### src/common/vtg_pkg.sv
package vtg_pkg;

   // Breakpoint table: entry n at BP_BASE + 2n, even byte {kind, 0, line[10:8]}, odd byte line[7:0]
   localparam logic [7:0] BP_BASE = 8'h50;
   localparam logic [7:0] BP_LAST = 8'h6F;
   localparam logic [7:0] BP_HI_MASK = 8'hF7;
   localparam int BP_DEPTH = 16;

   localparam logic [7:0] REG_FIRST = 8'h70;
   localparam logic [7:0] HSW_LO = 8'h70;
   localparam logic [7:0] HSW_HST_HI = 8'h71;
   localparam logic [7:0] HST_LO = 8'h72;
   localparam logic [7:0] VW1_LO = 8'h73;
   localparam logic [7:0] V1_HI = 8'h74;
   localparam logic [7:0] VS1_LO = 8'h75;
   localparam logic [7:0] VW2_LO = 8'h76;
   localparam logic [7:0] V2_HI = 8'h77;
   localparam logic [7:0] VS2_LO = 8'h78;
   localparam logic [7:0] SUH_HI = 8'h79;
   localparam logic [7:0] SUH_LO = 8'h7A;
   localparam logic [7:0] SUV_HI = 8'h7B;
   localparam logic [7:0] SUV_LO = 8'h7C;
   localparam logic [7:0] PPL_HI = 8'h7D;
   localparam logic [7:0] PPL_LO = 8'h7E;
   localparam logic [7:0] SCAN_HI = 8'h7F;
   localparam logic [7:0] LPF_LO = 8'h80;
   localparam logic [7:0] FMT_SEL = 8'h81;
   localparam logic [7:0] CTRL = 8'h82;
   localparam logic [7:0] REG_LAST = 8'h82;
   localparam int REG_COUNT = 19;

   // Field positions
   localparam int WIDTH_HI_POS = 6;
   localparam int INTERLACE_POS = 7;
   localparam int CTL_FIELD_ROLE = 7;
   localparam int CTL_COLOUR = 6;
   localparam int CTL_SYNC_SRC = 5;
   localparam int CTL_VS_POL = 4;
   localparam int CTL_HS_POL = 3;
   localparam int CTL_FID_POL = 2;
   localparam int CTL_VSIN_POL = 1;
   localparam int CTL_HSIN_POL = 0;

   // Reset values per byte
   localparam logic [7:0] RST_HSW_LO = 8'h60;
   localparam logic [7:0] RST_HST_LO = 8'h02;
   localparam logic [7:0] RST_VW1_LO = 8'h03;
   localparam logic [7:0] RST_VS1_LO = 8'h03;
   localparam logic [7:0] RST_V2_HI = 8'h07;
   localparam logic [7:0] RST_VS2_LO = 8'hFF;
   localparam logic [7:0] RST_SUH_LO = 8'h3D;
   localparam logic [7:0] RST_SUV_LO = 8'h03;
   localparam logic [7:0] RST_FMT_SEL = 8'h06;
   localparam logic [7:0] RST_CTRL = 8'h5F;
   localparam logic [7:0] RST_ZERO = 8'h00;

   localparam logic [REG_COUNT-1:0][7:0] REG_RESET = {
      RST_CTRL, RST_FMT_SEL, RST_ZERO, RST_ZERO, RST_ZERO, RST_ZERO, RST_SUV_LO, RST_ZERO,
      RST_SUH_LO, RST_ZERO, RST_VS2_LO, RST_V2_HI, RST_ZERO, RST_VS1_LO, RST_ZERO, RST_VW1_LO,
      RST_HST_LO, RST_ZERO, RST_HSW_LO};
   // Writable bits; read-only counters have none
   localparam logic [REG_COUNT-1:0][7:0] REG_WMASK = {
      8'hFF, 8'h0F, 8'h00, 8'h00, 8'h00, 8'h00, 8'hFF, 8'h07,
      8'hFF, 8'h1F, 8'hFF, 8'hC7, 8'hFF, 8'hFF, 8'hC7, 8'hFF,
      8'hFF, 8'hDF, 8'hFF};

   localparam logic [3:0] MODE_VESA_MASTER = 4'h6;
   localparam logic [3:0] MODE_VESA_SLAVE = 4'h7;
   localparam logic [3:0] KIND_ACTIVE = 4'h0;

   localparam logic [9:0] CODE_ONES = 10'h3FF;
   localparam logic [9:0] CODE_ZERO = 10'h000;
   localparam int XYZ_F = 8;
   localparam int XYZ_V = 7;
   localparam int XYZ_H = 6;

   localparam logic [9:0] BLANK_LOW = 10'h000;
   localparam logic [9:0] BLANK_MID = 10'h200;

   typedef enum logic [2:0] {
      ST_IDLE = 3'b001,
      ST_LINES = 3'b010,
      ST_PIXELS = 3'b100
   } phase_t;

   typedef struct packed {
      logic wr;
      logic rd;
      logic [7:0] addr;
      logic [7:0] wdata;
   } reg_req_t;

   typedef struct packed {
      logic [9:0] y;
      logic [9:0] cb;
      logic [9:0] cr;
   } vid_px_t;

   typedef struct packed {
      logic hsync;
      logic vsync;
      logic field;
      logic [9:0] y;
      logic [9:0] cb;
      logic [9:0] cr;
   } vid_in_t;

endpackage

### src/core/bp_table.sv
`timescale 1ns/1ps
module bp_table
#(
   parameter int DEPTH = 16
)
(
   input wire logic mclk,
   input wire logic arst_n,
   input wire logic wr_en,
   input wire logic [$clog2(DEPTH):0] wr_addr,
   input wire logic [7:0] wr_data,
   input wire logic [$clog2(DEPTH):0] rd_addr,
   output logic [7:0] rd_byte,
   input wire logic [$clog2(DEPTH)-1:0] look_addr,
   output logic [15:0] look_data
);
   import vtg_pkg::*;

   typedef struct packed {
      logic [DEPTH-1:0][1:0][7:0] mem;
      logic [7:0] rd_byte;
      logic [15:0] look;
   } state_t;

   state_t st;
   state_t next_st;

   // Even byte address holds the upper half of an entry
   always_comb
   begin
      next_st = st;
      if (wr_en)
      begin
         next_st.mem[wr_addr[$clog2(DEPTH):1]][~wr_addr[0]] = wr_data;
      end
      next_st.rd_byte = st.mem[rd_addr[$clog2(DEPTH):1]][~rd_addr[0]];
      next_st.look = st.mem[look_addr];
   end

   always_ff @(posedge mclk or negedge arst_n)
   begin
      if (!arst_n)
      begin
         st <= '0;
      end
      else
      begin
         st <= next_st;
      end
   end

   assign rd_byte = st.rd_byte;
   assign look_data = st.look;

endmodule // bp_table

### src/core/sync_window.sv
`timescale 1ns/1ps
module sync_window
#(
   parameter int CW = 16,
   parameter int NWIN = 1
)
(
   input wire logic mclk,
   input wire logic arst_n,
   input wire logic enable,
   input wire logic active_high,
   input wire logic [CW-1:0] count,
   input wire logic [CW-1:0] total,
   input wire logic [NWIN-1:0][CW-1:0] start,
   input wire logic [NWIN-1:0][CW-1:0] width,
   output logic level
);
   import vtg_pkg::*;

   typedef struct packed {
      logic level;
   } state_t;

   state_t st;
   state_t next_st;
   logic [NWIN-1:0] hit;

   // A start beyond the total is never reached, so that window stays silent
   for (genvar w = 0; w < NWIN; w++)
   begin : g_win
      assign hit[w] = (start[w] <= total) && (count >= start[w]) &&
         ({1'b0, count} < ({1'b0, start[w]} + {1'b0, width[w]}));
   end

   always_comb
   begin
      next_st = st;
      next_st.level = (enable & (|hit)) ~^ active_high;
   end

   always_ff @(posedge mclk or negedge arst_n)
   begin
      if (!arst_n)
      begin
         st <= '0;
      end
      else
      begin
         st <= next_st;
      end
   end

   assign level = st.level;

endmodule // sync_window

### src/core/video_timing_output.sv
`timescale 1ns/1ps
module video_timing_output
#(
   parameter logic [15:0] ALIGN_TOL = 16'h0010
)
(
   input wire logic mclk,
   input wire logic arst_n,
   input vtg_pkg::reg_req_t bus,
   output logic [7:0] rdata,
   input vtg_pkg::vid_in_t vin,
   output vtg_pkg::vid_px_t vout,
   output logic hsync_output,
   output logic vsync_output,
   output logic [3:0] line_kind
);
   import vtg_pkg::*;

   typedef struct packed {
      logic [REG_COUNT-1:0][7:0] regs;
      logic [7:0] rdata;
      logic bp_rd;
      logic hs_prev;
      logic vs_prev;
      logic v_prev;
      logic [9:0] y_d1;
      logic [9:0] y_d2;
      logic [9:0] y_d3;
      logic [15:0] in_pix;
      logic [15:0] pix_meas;
      logic [10:0] line_ctr;
      logic [10:0] line_meas;
      logic seen_f2;
      logic interlace;
      phase_t phase;
      logic [10:0] vcount;
      logic [12:0] hcount;
      logic running;
      logic [15:0] out_pix;
      logic [10:0] out_line;
      logic [3:0] pos;
      logic bp_done;
      logic [3:0] kind;
      vid_px_t px;
   } state_t;

   state_t st;
   state_t next_st;

   function automatic logic [4:0] ix(input logic [7:0] off);
      ix = 5'(off - REG_FIRST);
   endfunction

   logic in_regs;
   logic in_bp;
   logic [4:0] bp_addr;
   logic [7:0] bp_byte;
   logic [15:0] look_data;
   logic [REG_COUNT-1:0][7:0] view;

   logic [9:0] hsync_out_width;
   logic [12:0] hsync_out_start;
   logic [9:0] vsync_out_width_field1;
   logic [10:0] vsync_out_start_field1;
   logic [9:0] vsync_out_width_field2;
   logic [10:0] vsync_out_start_field2;
   logic [12:0] startup_horizontal_delay;
   logic [10:0] startup_vertical_delay;
   logic [3:0] timing_format_select;
   logic field_pin_role_select;
   logic colour_format_select;
   logic sync_source_select;
   logic vsync_out_polarity;
   logic hsync_out_polarity;
   logic field_id_polarity;
   logic hsync_in_polarity;
   logic vsync_in_polarity;

   logic vesa;
   logic de_mode;
   logic hs_lvl;
   logic vs_lvl;
   logic code_hit;
   logic eav;
   logic line_evt;
   logic vert_evt;
   logic field_now;
   logic field_derived;
   logic frame_start;
   logic last_pix;

   assign in_regs = (bus.addr >= REG_FIRST) && (bus.addr <= REG_LAST);
   assign in_bp = (bus.addr >= BP_BASE) && (bus.addr <= BP_LAST);
   assign bp_addr = 5'(bus.addr - BP_BASE);

   // Multi-byte fields
   assign hsync_out_width = {st.regs[ix(HSW_HST_HI)][7:WIDTH_HI_POS], st.regs[ix(HSW_LO)]};
   assign hsync_out_start = {st.regs[ix(HSW_HST_HI)][4:0], st.regs[ix(HST_LO)]};
   assign vsync_out_width_field1 = {st.regs[ix(V1_HI)][7:WIDTH_HI_POS], st.regs[ix(VW1_LO)]};
   assign vsync_out_start_field1 = {st.regs[ix(V1_HI)][2:0], st.regs[ix(VS1_LO)]};
   assign vsync_out_width_field2 = {st.regs[ix(V2_HI)][7:WIDTH_HI_POS], st.regs[ix(VW2_LO)]};
   assign vsync_out_start_field2 = {st.regs[ix(V2_HI)][2:0], st.regs[ix(VS2_LO)]};
   assign startup_horizontal_delay = {st.regs[ix(SUH_HI)][4:0], st.regs[ix(SUH_LO)]};
   assign startup_vertical_delay = {st.regs[ix(SUV_HI)][2:0], st.regs[ix(SUV_LO)]};
   assign timing_format_select = st.regs[ix(FMT_SEL)][3:0];
   assign field_pin_role_select = st.regs[ix(CTRL)][CTL_FIELD_ROLE];
   assign colour_format_select = st.regs[ix(CTRL)][CTL_COLOUR];
   assign sync_source_select = st.regs[ix(CTRL)][CTL_SYNC_SRC];
   assign vsync_out_polarity = st.regs[ix(CTRL)][CTL_VS_POL];
   assign hsync_out_polarity = st.regs[ix(CTRL)][CTL_HS_POL];
   assign field_id_polarity = st.regs[ix(CTRL)][CTL_FID_POL];
   assign vsync_in_polarity = st.regs[ix(CTRL)][CTL_VSIN_POL];
   assign hsync_in_polarity = st.regs[ix(CTRL)][CTL_HSIN_POL];

   assign vesa = (timing_format_select == MODE_VESA_MASTER) ||
      (timing_format_select == MODE_VESA_SLAVE);
   assign de_mode = field_pin_role_select && vesa;

   // Input polarity bits: 1 means the pin is active high
   assign hs_lvl = vin.hsync ~^ hsync_in_polarity;
   assign vs_lvl = vin.vsync ~^ vsync_in_polarity;

   // Embedded codes ride on the luma word: ones, zero, zero, then the flag word
   assign code_hit = (st.y_d3 == CODE_ONES) && (st.y_d2 == CODE_ZERO) && (st.y_d1 == CODE_ZERO);
   assign eav = sync_source_select && code_hit && vin.y[XYZ_H];

   always_comb
   begin
      if (sync_source_select)
      begin
         line_evt = eav;
         vert_evt = eav && vin.y[XYZ_V] && !st.v_prev;
      end
      else
      begin
         line_evt = hs_lvl && !st.hs_prev;
         vert_evt = vs_lvl && !st.vs_prev;
      end
   end

   // Vertical edge well inside a line marks the second field
   assign field_derived = (st.in_pix > ALIGN_TOL) &&
      (({1'b0, st.in_pix} + {1'b0, ALIGN_TOL}) < {1'b0, st.pix_meas});

   always_comb
   begin
      if (sync_source_select)
      begin
         field_now = vin.y[XYZ_F];
      end
      else if (!field_pin_role_select)
      begin
         field_now = vin.field ~^ field_id_polarity;
      end
      else if (vesa)
      begin
         field_now = 1'b0;
      end
      else
      begin
         field_now = field_derived;
      end
   end

   assign frame_start = vert_evt && !field_now;
   assign last_pix = (st.out_pix == 16'(st.pix_meas - 16'h0001));

   // Register view with live readbacks folded in
   always_comb
   begin
      view = st.regs;
      view[ix(PPL_HI)] = st.pix_meas[15:8];
      view[ix(PPL_LO)] = st.pix_meas[7:0];
      view[ix(SCAN_HI)] = {st.interlace, 4'h0, st.line_meas[10:8]};
      view[ix(LPF_LO)] = st.line_meas[7:0];
   end

   always_comb
   begin
      next_st = st;

      // Register port
      next_st.rdata = 8'h00;
      next_st.bp_rd = 1'b0;
      if (bus.rd && in_regs)
      begin
         next_st.rdata = view[ix(bus.addr)];
      end
      if (bus.rd && in_bp)
      begin
         next_st.bp_rd = 1'b1;
      end
      if (bus.wr && in_regs)
      begin
         next_st.regs[ix(bus.addr)] = (st.regs[ix(bus.addr)] & ~REG_WMASK[ix(bus.addr)]) |
            (bus.wdata & REG_WMASK[ix(bus.addr)]);
      end

      // Input history
      next_st.hs_prev = hs_lvl;
      next_st.vs_prev = vs_lvl;
      next_st.y_d1 = vin.y;
      next_st.y_d2 = st.y_d1;
      next_st.y_d3 = st.y_d2;
      if (eav)
      begin
         next_st.v_prev = vin.y[XYZ_V];
      end

      // Measurements land when an edge closes an interval; the first after reset counts from release
      if (line_evt)
      begin
         next_st.pix_meas = 16'(st.in_pix + 16'h0001);
         next_st.in_pix = 16'h0000;
      end
      else if (st.in_pix != 16'hFFFF)
      begin
         next_st.in_pix = 16'(st.in_pix + 16'h0001);
      end

      if (frame_start)
      begin
         next_st.line_meas = 11'(st.line_ctr + {10'h000, line_evt});
         next_st.line_ctr = 11'h000;
         next_st.interlace = st.seen_f2;
         next_st.seen_f2 = 1'b0;
      end
      else
      begin
         next_st.line_ctr = 11'(st.line_ctr + {10'h000, line_evt});
         if (vert_evt && field_now)
         begin
            next_st.seen_f2 = 1'b1;
         end
      end

      // Free-running output raster
      if (st.running)
      begin
         if (last_pix)
         begin
            next_st.out_pix = 16'h0000;
            if (st.out_line == st.line_meas)
            begin
               next_st.out_line = 11'h001;
               next_st.pos = 4'h0;
               next_st.bp_done = 1'b0;
            end
            else
            begin
               next_st.out_line = 11'(st.out_line + 11'h001);
            end
         end
         else
         begin
            next_st.out_pix = 16'(st.out_pix + 16'h0001);
         end
      end

      // Breakpoint walk; the table is addressed with the next pointer, so its data match pos
      if (st.running && !st.bp_done && (st.out_line == look_data[10:0]))
      begin
         next_st.kind = look_data[15:12];
         if (st.pos == 4'(BP_DEPTH - 1))
         begin
            next_st.bp_done = 1'b1;
         end
         else
         begin
            next_st.pos = 4'(st.pos + 4'h1);
         end
      end

      // Startup delay, rearmed on every frame reference
      if (frame_start)
      begin
         if (startup_vertical_delay == 11'h000)
         begin
            next_st.phase = ST_PIXELS;
            next_st.hcount = startup_horizontal_delay;
         end
         else
         begin
            next_st.phase = ST_LINES;
            next_st.vcount = startup_vertical_delay;
         end
      end
      else
      begin
         unique case (st.phase)
            ST_IDLE:
            begin
               next_st.phase = ST_IDLE;
            end
            ST_LINES:
            begin
               if (line_evt)
               begin
                  if (st.vcount <= 11'h001)
                  begin
                     next_st.phase = ST_PIXELS;
                     next_st.hcount = startup_horizontal_delay;
                  end
                  else
                  begin
                     next_st.vcount = 11'(st.vcount - 11'h001);
                  end
               end
            end
            ST_PIXELS:
            begin
               if (st.hcount == 13'h0000)
               begin
                  next_st.phase = ST_IDLE;
                  next_st.running = 1'b1;
                  next_st.out_pix = 16'h0000;
                  next_st.out_line = 11'h001;
                  next_st.pos = 4'h0;
                  next_st.bp_done = 1'b0;
               end
               else
               begin
                  next_st.hcount = 13'(st.hcount - 13'h0001);
               end
            end
            default:
            begin
               next_st.phase = ST_IDLE;
            end
         endcase
      end

      // Data gate; luma blanks to BLANK_LOW, chroma blanking levels follow the colour format
      if (de_mode && !vin.field)
      begin
         next_st.px.y = BLANK_LOW;
         next_st.px.cb = colour_format_select ? BLANK_LOW : BLANK_MID;
         next_st.px.cr = colour_format_select ? BLANK_LOW : BLANK_MID;
      end
      else
      begin
         next_st.px.y = vin.y;
         next_st.px.cb = vin.cb;
         next_st.px.cr = vin.cr;
      end
   end

   always_ff @(posedge mclk or negedge arst_n)
   begin
      if (!arst_n)
      begin
         st <= '0;
         st.regs <= REG_RESET;
         st.phase <= ST_IDLE;
         // A sync already active at release is no edge, so the first measurement runs from release to the next edge
         st.hs_prev <= 1'b1;
         st.vs_prev <= 1'b1;
      end
      else
      begin
         st <= next_st;
      end
   end

   bp_table #(
      .DEPTH(BP_DEPTH)
   ) u_bp_table (
      .mclk(mclk),
      .arst_n(arst_n),
      .wr_en(bus.wr && in_bp),
      .wr_addr(bp_addr),
      .wr_data(bp_addr[0] ? bus.wdata : (bus.wdata & BP_HI_MASK)),
      .rd_addr(bp_addr),
      .rd_byte(bp_byte),
      .look_addr(next_st.pos),
      .look_data(look_data)
   );

   sync_window #(
      .CW(16),
      .NWIN(1)
   ) u_hsync (
      .mclk(mclk),
      .arst_n(arst_n),
      .enable(st.running),
      .active_high(hsync_out_polarity),
      .count(st.out_pix),
      .total(st.pix_meas),
      .start({3'b000, hsync_out_start}),
      .width({6'h00, hsync_out_width}),
      .level(hsync_output)
   );

   // Field-2 window relies on the host parking it out of range for progressive formats
   sync_window #(
      .CW(11),
      .NWIN(2)
   ) u_vsync (
      .mclk(mclk),
      .arst_n(arst_n),
      .enable(st.running),
      .active_high(~vsync_out_polarity),
      .count(st.out_line),
      .total(st.line_meas),
      .start({vsync_out_start_field2, vsync_out_start_field1}),
      .width({1'b0, vsync_out_width_field2, 1'b0, vsync_out_width_field1}),
      .level(vsync_output)
   );

   assign rdata = st.bp_rd ? bp_byte : st.rdata;
   assign vout = st.px;
   assign line_kind = st.kind;

endmodule // video_timing_output

### config.mk
export PLATFORM = sky130hd
export DESIGN_NAME = video_timing_output
export DESIGN_NICKNAME = d
export VERILOG_FILES = /design/src/common/vtg_pkg.sv /design/src/core/bp_table.sv /design/src/core/sync_window.sv /design/src/core/video_timing_output.sv
export SDC_FILE = /design/constraint.sdc
export NUM_CORES = 2
export LEC_CHECK = 0
export BUFFER_PORTS_ARGS = -buffer_cell sky130_fd_sc_hd__buf_2
export CELL_PAD_IN_SITES_DETAIL_PLACEMENT = 1
export CELL_PAD_IN_SITES_GLOBAL_PLACEMENT = 2
export CORE_UTILIZATION = 31
export DETAILED_ROUTE_END_ITERATION = 6
export PLACE_DENSITY_LB_ADDON = 0.1
export SYNTH_ARGS = -nofsm -noshare
export SYNTH_HDL_FRONTEND = slang
export SYNTH_HIERARCHICAL = 1
export SYNTH_SLANG_ARGS = --single-unit
export TNS_END_PERCENT = 30
### constraint.sdc
create_clock -name mclk -period 6.4 [get_ports mclk]
set_input_delay 0.64 -clock mclk [delete_from_list [all_inputs] [get_ports mclk]]
set_output_delay 0.64 -clock mclk [all_outputs]
set_load 0.005 [all_outputs]
==> results by group <==
Run status
  • Outcome: completed

GRT
  • Total grt overflow: 0
  • Initial antenna violation count: 2
  • All-Layer GR Usage: 21.79%
  • Pin count of the biggest net entering global routing: 181
  • First-pass GRT wire length: 189,400 um
  • Vias in the first global route: 27,312

Layout
  • Layout cells sized above 1: 32.36%
  • Layout overhead on the synthesized area: 13.65%
  • Core Util, Final: 35.69%
  • Most common cell after layout, fill and taps aside: dfrtp_1
  • Reg area: 15,690 um2
  • Commonest non-fill, non-tap cells in the layout: 589 x dfrtp_1, 432 x mux2_2, 191 x mux4_2, 184 x ha_1, 145 x nor2_1
  • Multi-input gate area: 18,970 um2
  • Final nets: 3,247
  • Fillers: 12,120

Setup path
  • CP Launch Type: register
  • Worst Setup End Kind: register
  • CP max stage cell: nor4_1
  • Critical path arrival: 5590 ps
  • Crit Path Category: reg2reg
  • CP peak stage delay: 970 ps
  • Cell-by-cell trace of the critical path: nor4_1 -> a21boi_0 -> o21ai_0 -> a22oi_1 -> nand4_1 -> buf_4 -> or2_0 -> a31oi_1 -> nor2_4 -> buf_4 -> mux4_2 -> mux4_2
  • Crit Path Max Fanout: 61
  • CP Buf/Inv Count: 2
  • Critical path's top delay family: simple AND/OR/NAND/NOR gates
  • CP Data Required Time: 6940 ps

Placement
  • GP Congestion: 0.8173
  • Port Buffers: 96
  • Dpl hpwl: 90,480 um

STA
  • Setup tns final: 0 ps
  • Fin. Hold Viols: 0
  • Clock Skew: 60.75 ps
  • Slew @ Worst Pin: 1165 ps
  • Fin crit period: 5048 ps
  • Max_slew headroom: 22.15%
  • Final worst-path cycle share: 78.88%
  • Final Max Tran Viols: 0
  • Max Fclk: 0.1981 GHz
  • Final setup vio count: 0
  • RSZ-0062 raised after global routing: no

Power and ir drop
  • Switching Fraction: 29.84%
  • Power Dens Cells: 287.1 nW/um2
  • Int Pwr: 0.008256 W
  • NetSw: 0.003511 W
  • Comb pwr share: 18.2%
  • Maximum VDD drop: 216.2 uV
  • Seq pwr share: 39.3%
  • Clock power frac: 42.5%
  • Lkg Pwr: 18.48 nW

Run
  • Max-cap check violation count: 0

Die
  • Initial Util: 31.41%
  • Die height: 343.1 um
  • Chip width: 343.1 um
  • Core region area: 114,800 um2
  • Die area: 117,700 um2
  • I/O pins: 97
  • Core Rows: 124

Route
  • Pre-antenna DRT Iters: 7
  • Via count: 24,784
  • Iter 0 DRT Violations: 1,345
  • Detailed Route WL: 125,900 um
  • Via density per instance: 5.401
  • DR WL/cell: 27.43 um
  • # DRC: 0
  • Antenna viol nets, final: 0

Logic synthesis
  • YS warnings: 6
  • Post-Syn Instances: 2,963
  • Synthesized area per cell: 12.17 um2
  • Cell Area, Synth: 36,060 um2

Clock network
  • Postcts setup bufs: 0
  • Worst-case clock buffer depth: 3
  • Clk Latency, worst-skew pair: 680 ps
  • Root buf cell: clkbuf_16
  • CTS buffer count: 80
  • CTS tree: yes
  • CTS Sinks: 625
  • Clk pin slew, worst setup/hold paths: 60 ps
  • H-tree Lvls: 3

Worst hold path
  • Hold Path Class: in2reg
timing repair:
action / 4_1_cts / 5_1_grt
hold buffers: 1 / 0
gates resized for setup: 0 / 0
endpoints found under the hold margin: 1 / 0
power by group through the flow:
stage          Clock (W)  Combinational (W)  Sequential, W
3_5_place_dp           0            0.00217        0.00470
6_report         0.00500            0.00214        0.00463
4_1_cts          0.00516            0.00218        0.00463
5_1_grt          0.00529            0.00237        0.00467
2_1_floorplan          0            0.00159        0.00450
3_3_place_gp           0            0.00209        0.00469
flip-flops by register name, summed over array words and instances (netlist names):
signal,cells
u_bp_table/rd_byte,8
hsync_out_start,13
st,262
field_pin_role_select,1
u_bp_table/st,256
next_st,20
field_id_polarity,1
u_bp_table/look_data,15
hsync_in_polarity,1
colour_format_select,1
u_hsync/level,1
hsync_out_polarity,1
line_kind,4
u_vsync/level,1
hsync_out_width,10
vout,30
cell type report:
cell class,instances,area share (%)
diodes,2,0.01221
repair buffers,156,2.427
flip-flops and latches,625,38.28
inverters,131,1.200
clock inverters,33,1.450
multi-input cells,2013,46.28
well taps,1512,4.617
clock buffers,117,5.737
through the flow:
step                std cells  setup slack (ps)  instance area [um2]  power (W)  hold slack, ps
finish                   4589              1352                40980    0.01177           100.7
CTS                      4587              1396                40970    0.01197           50.07
global placement         4436              1628                38020   0.006780           350.0
global route             4587              1068                40970    0.01234           69.81
detailed placement       4436              1367                38020   0.006870           363.3
floorplan                2979              1865                36120   0.006091           344.4
final timing paths:
path | startpoint | to | slack, ps | depth (start not counted)
worst max-delay path | st[118] | u_bp_table/look_data[15] | 1350 | 12
worst min-delay path | vin[21] | next_st[161] | 100 | 1
worst max register to register | st[118] | u_bp_table/look_data[15] | 1350 | 12
worst min register to register | next_st[155] | st[155] | 360 | 0
max in group asynchronous | arst_n | u_bp_table/st[277] | 4250 | 3
min in group asynchronous | arst_n | st[63] | 590 | 2
per-layer routing:
metal / GRT usage, % / up-vias / routed length, um
li1: - / 10976 / -
met3: 2.770 / 168 / 3656
met1: 27.17 / 13244 / 53200
met5: 0 / - / 0
met2: 38.93 / 396 / 65120
met4: 6.778 / 0 / 3921
No activity file was read; power rests on OpenSTA's default activity.
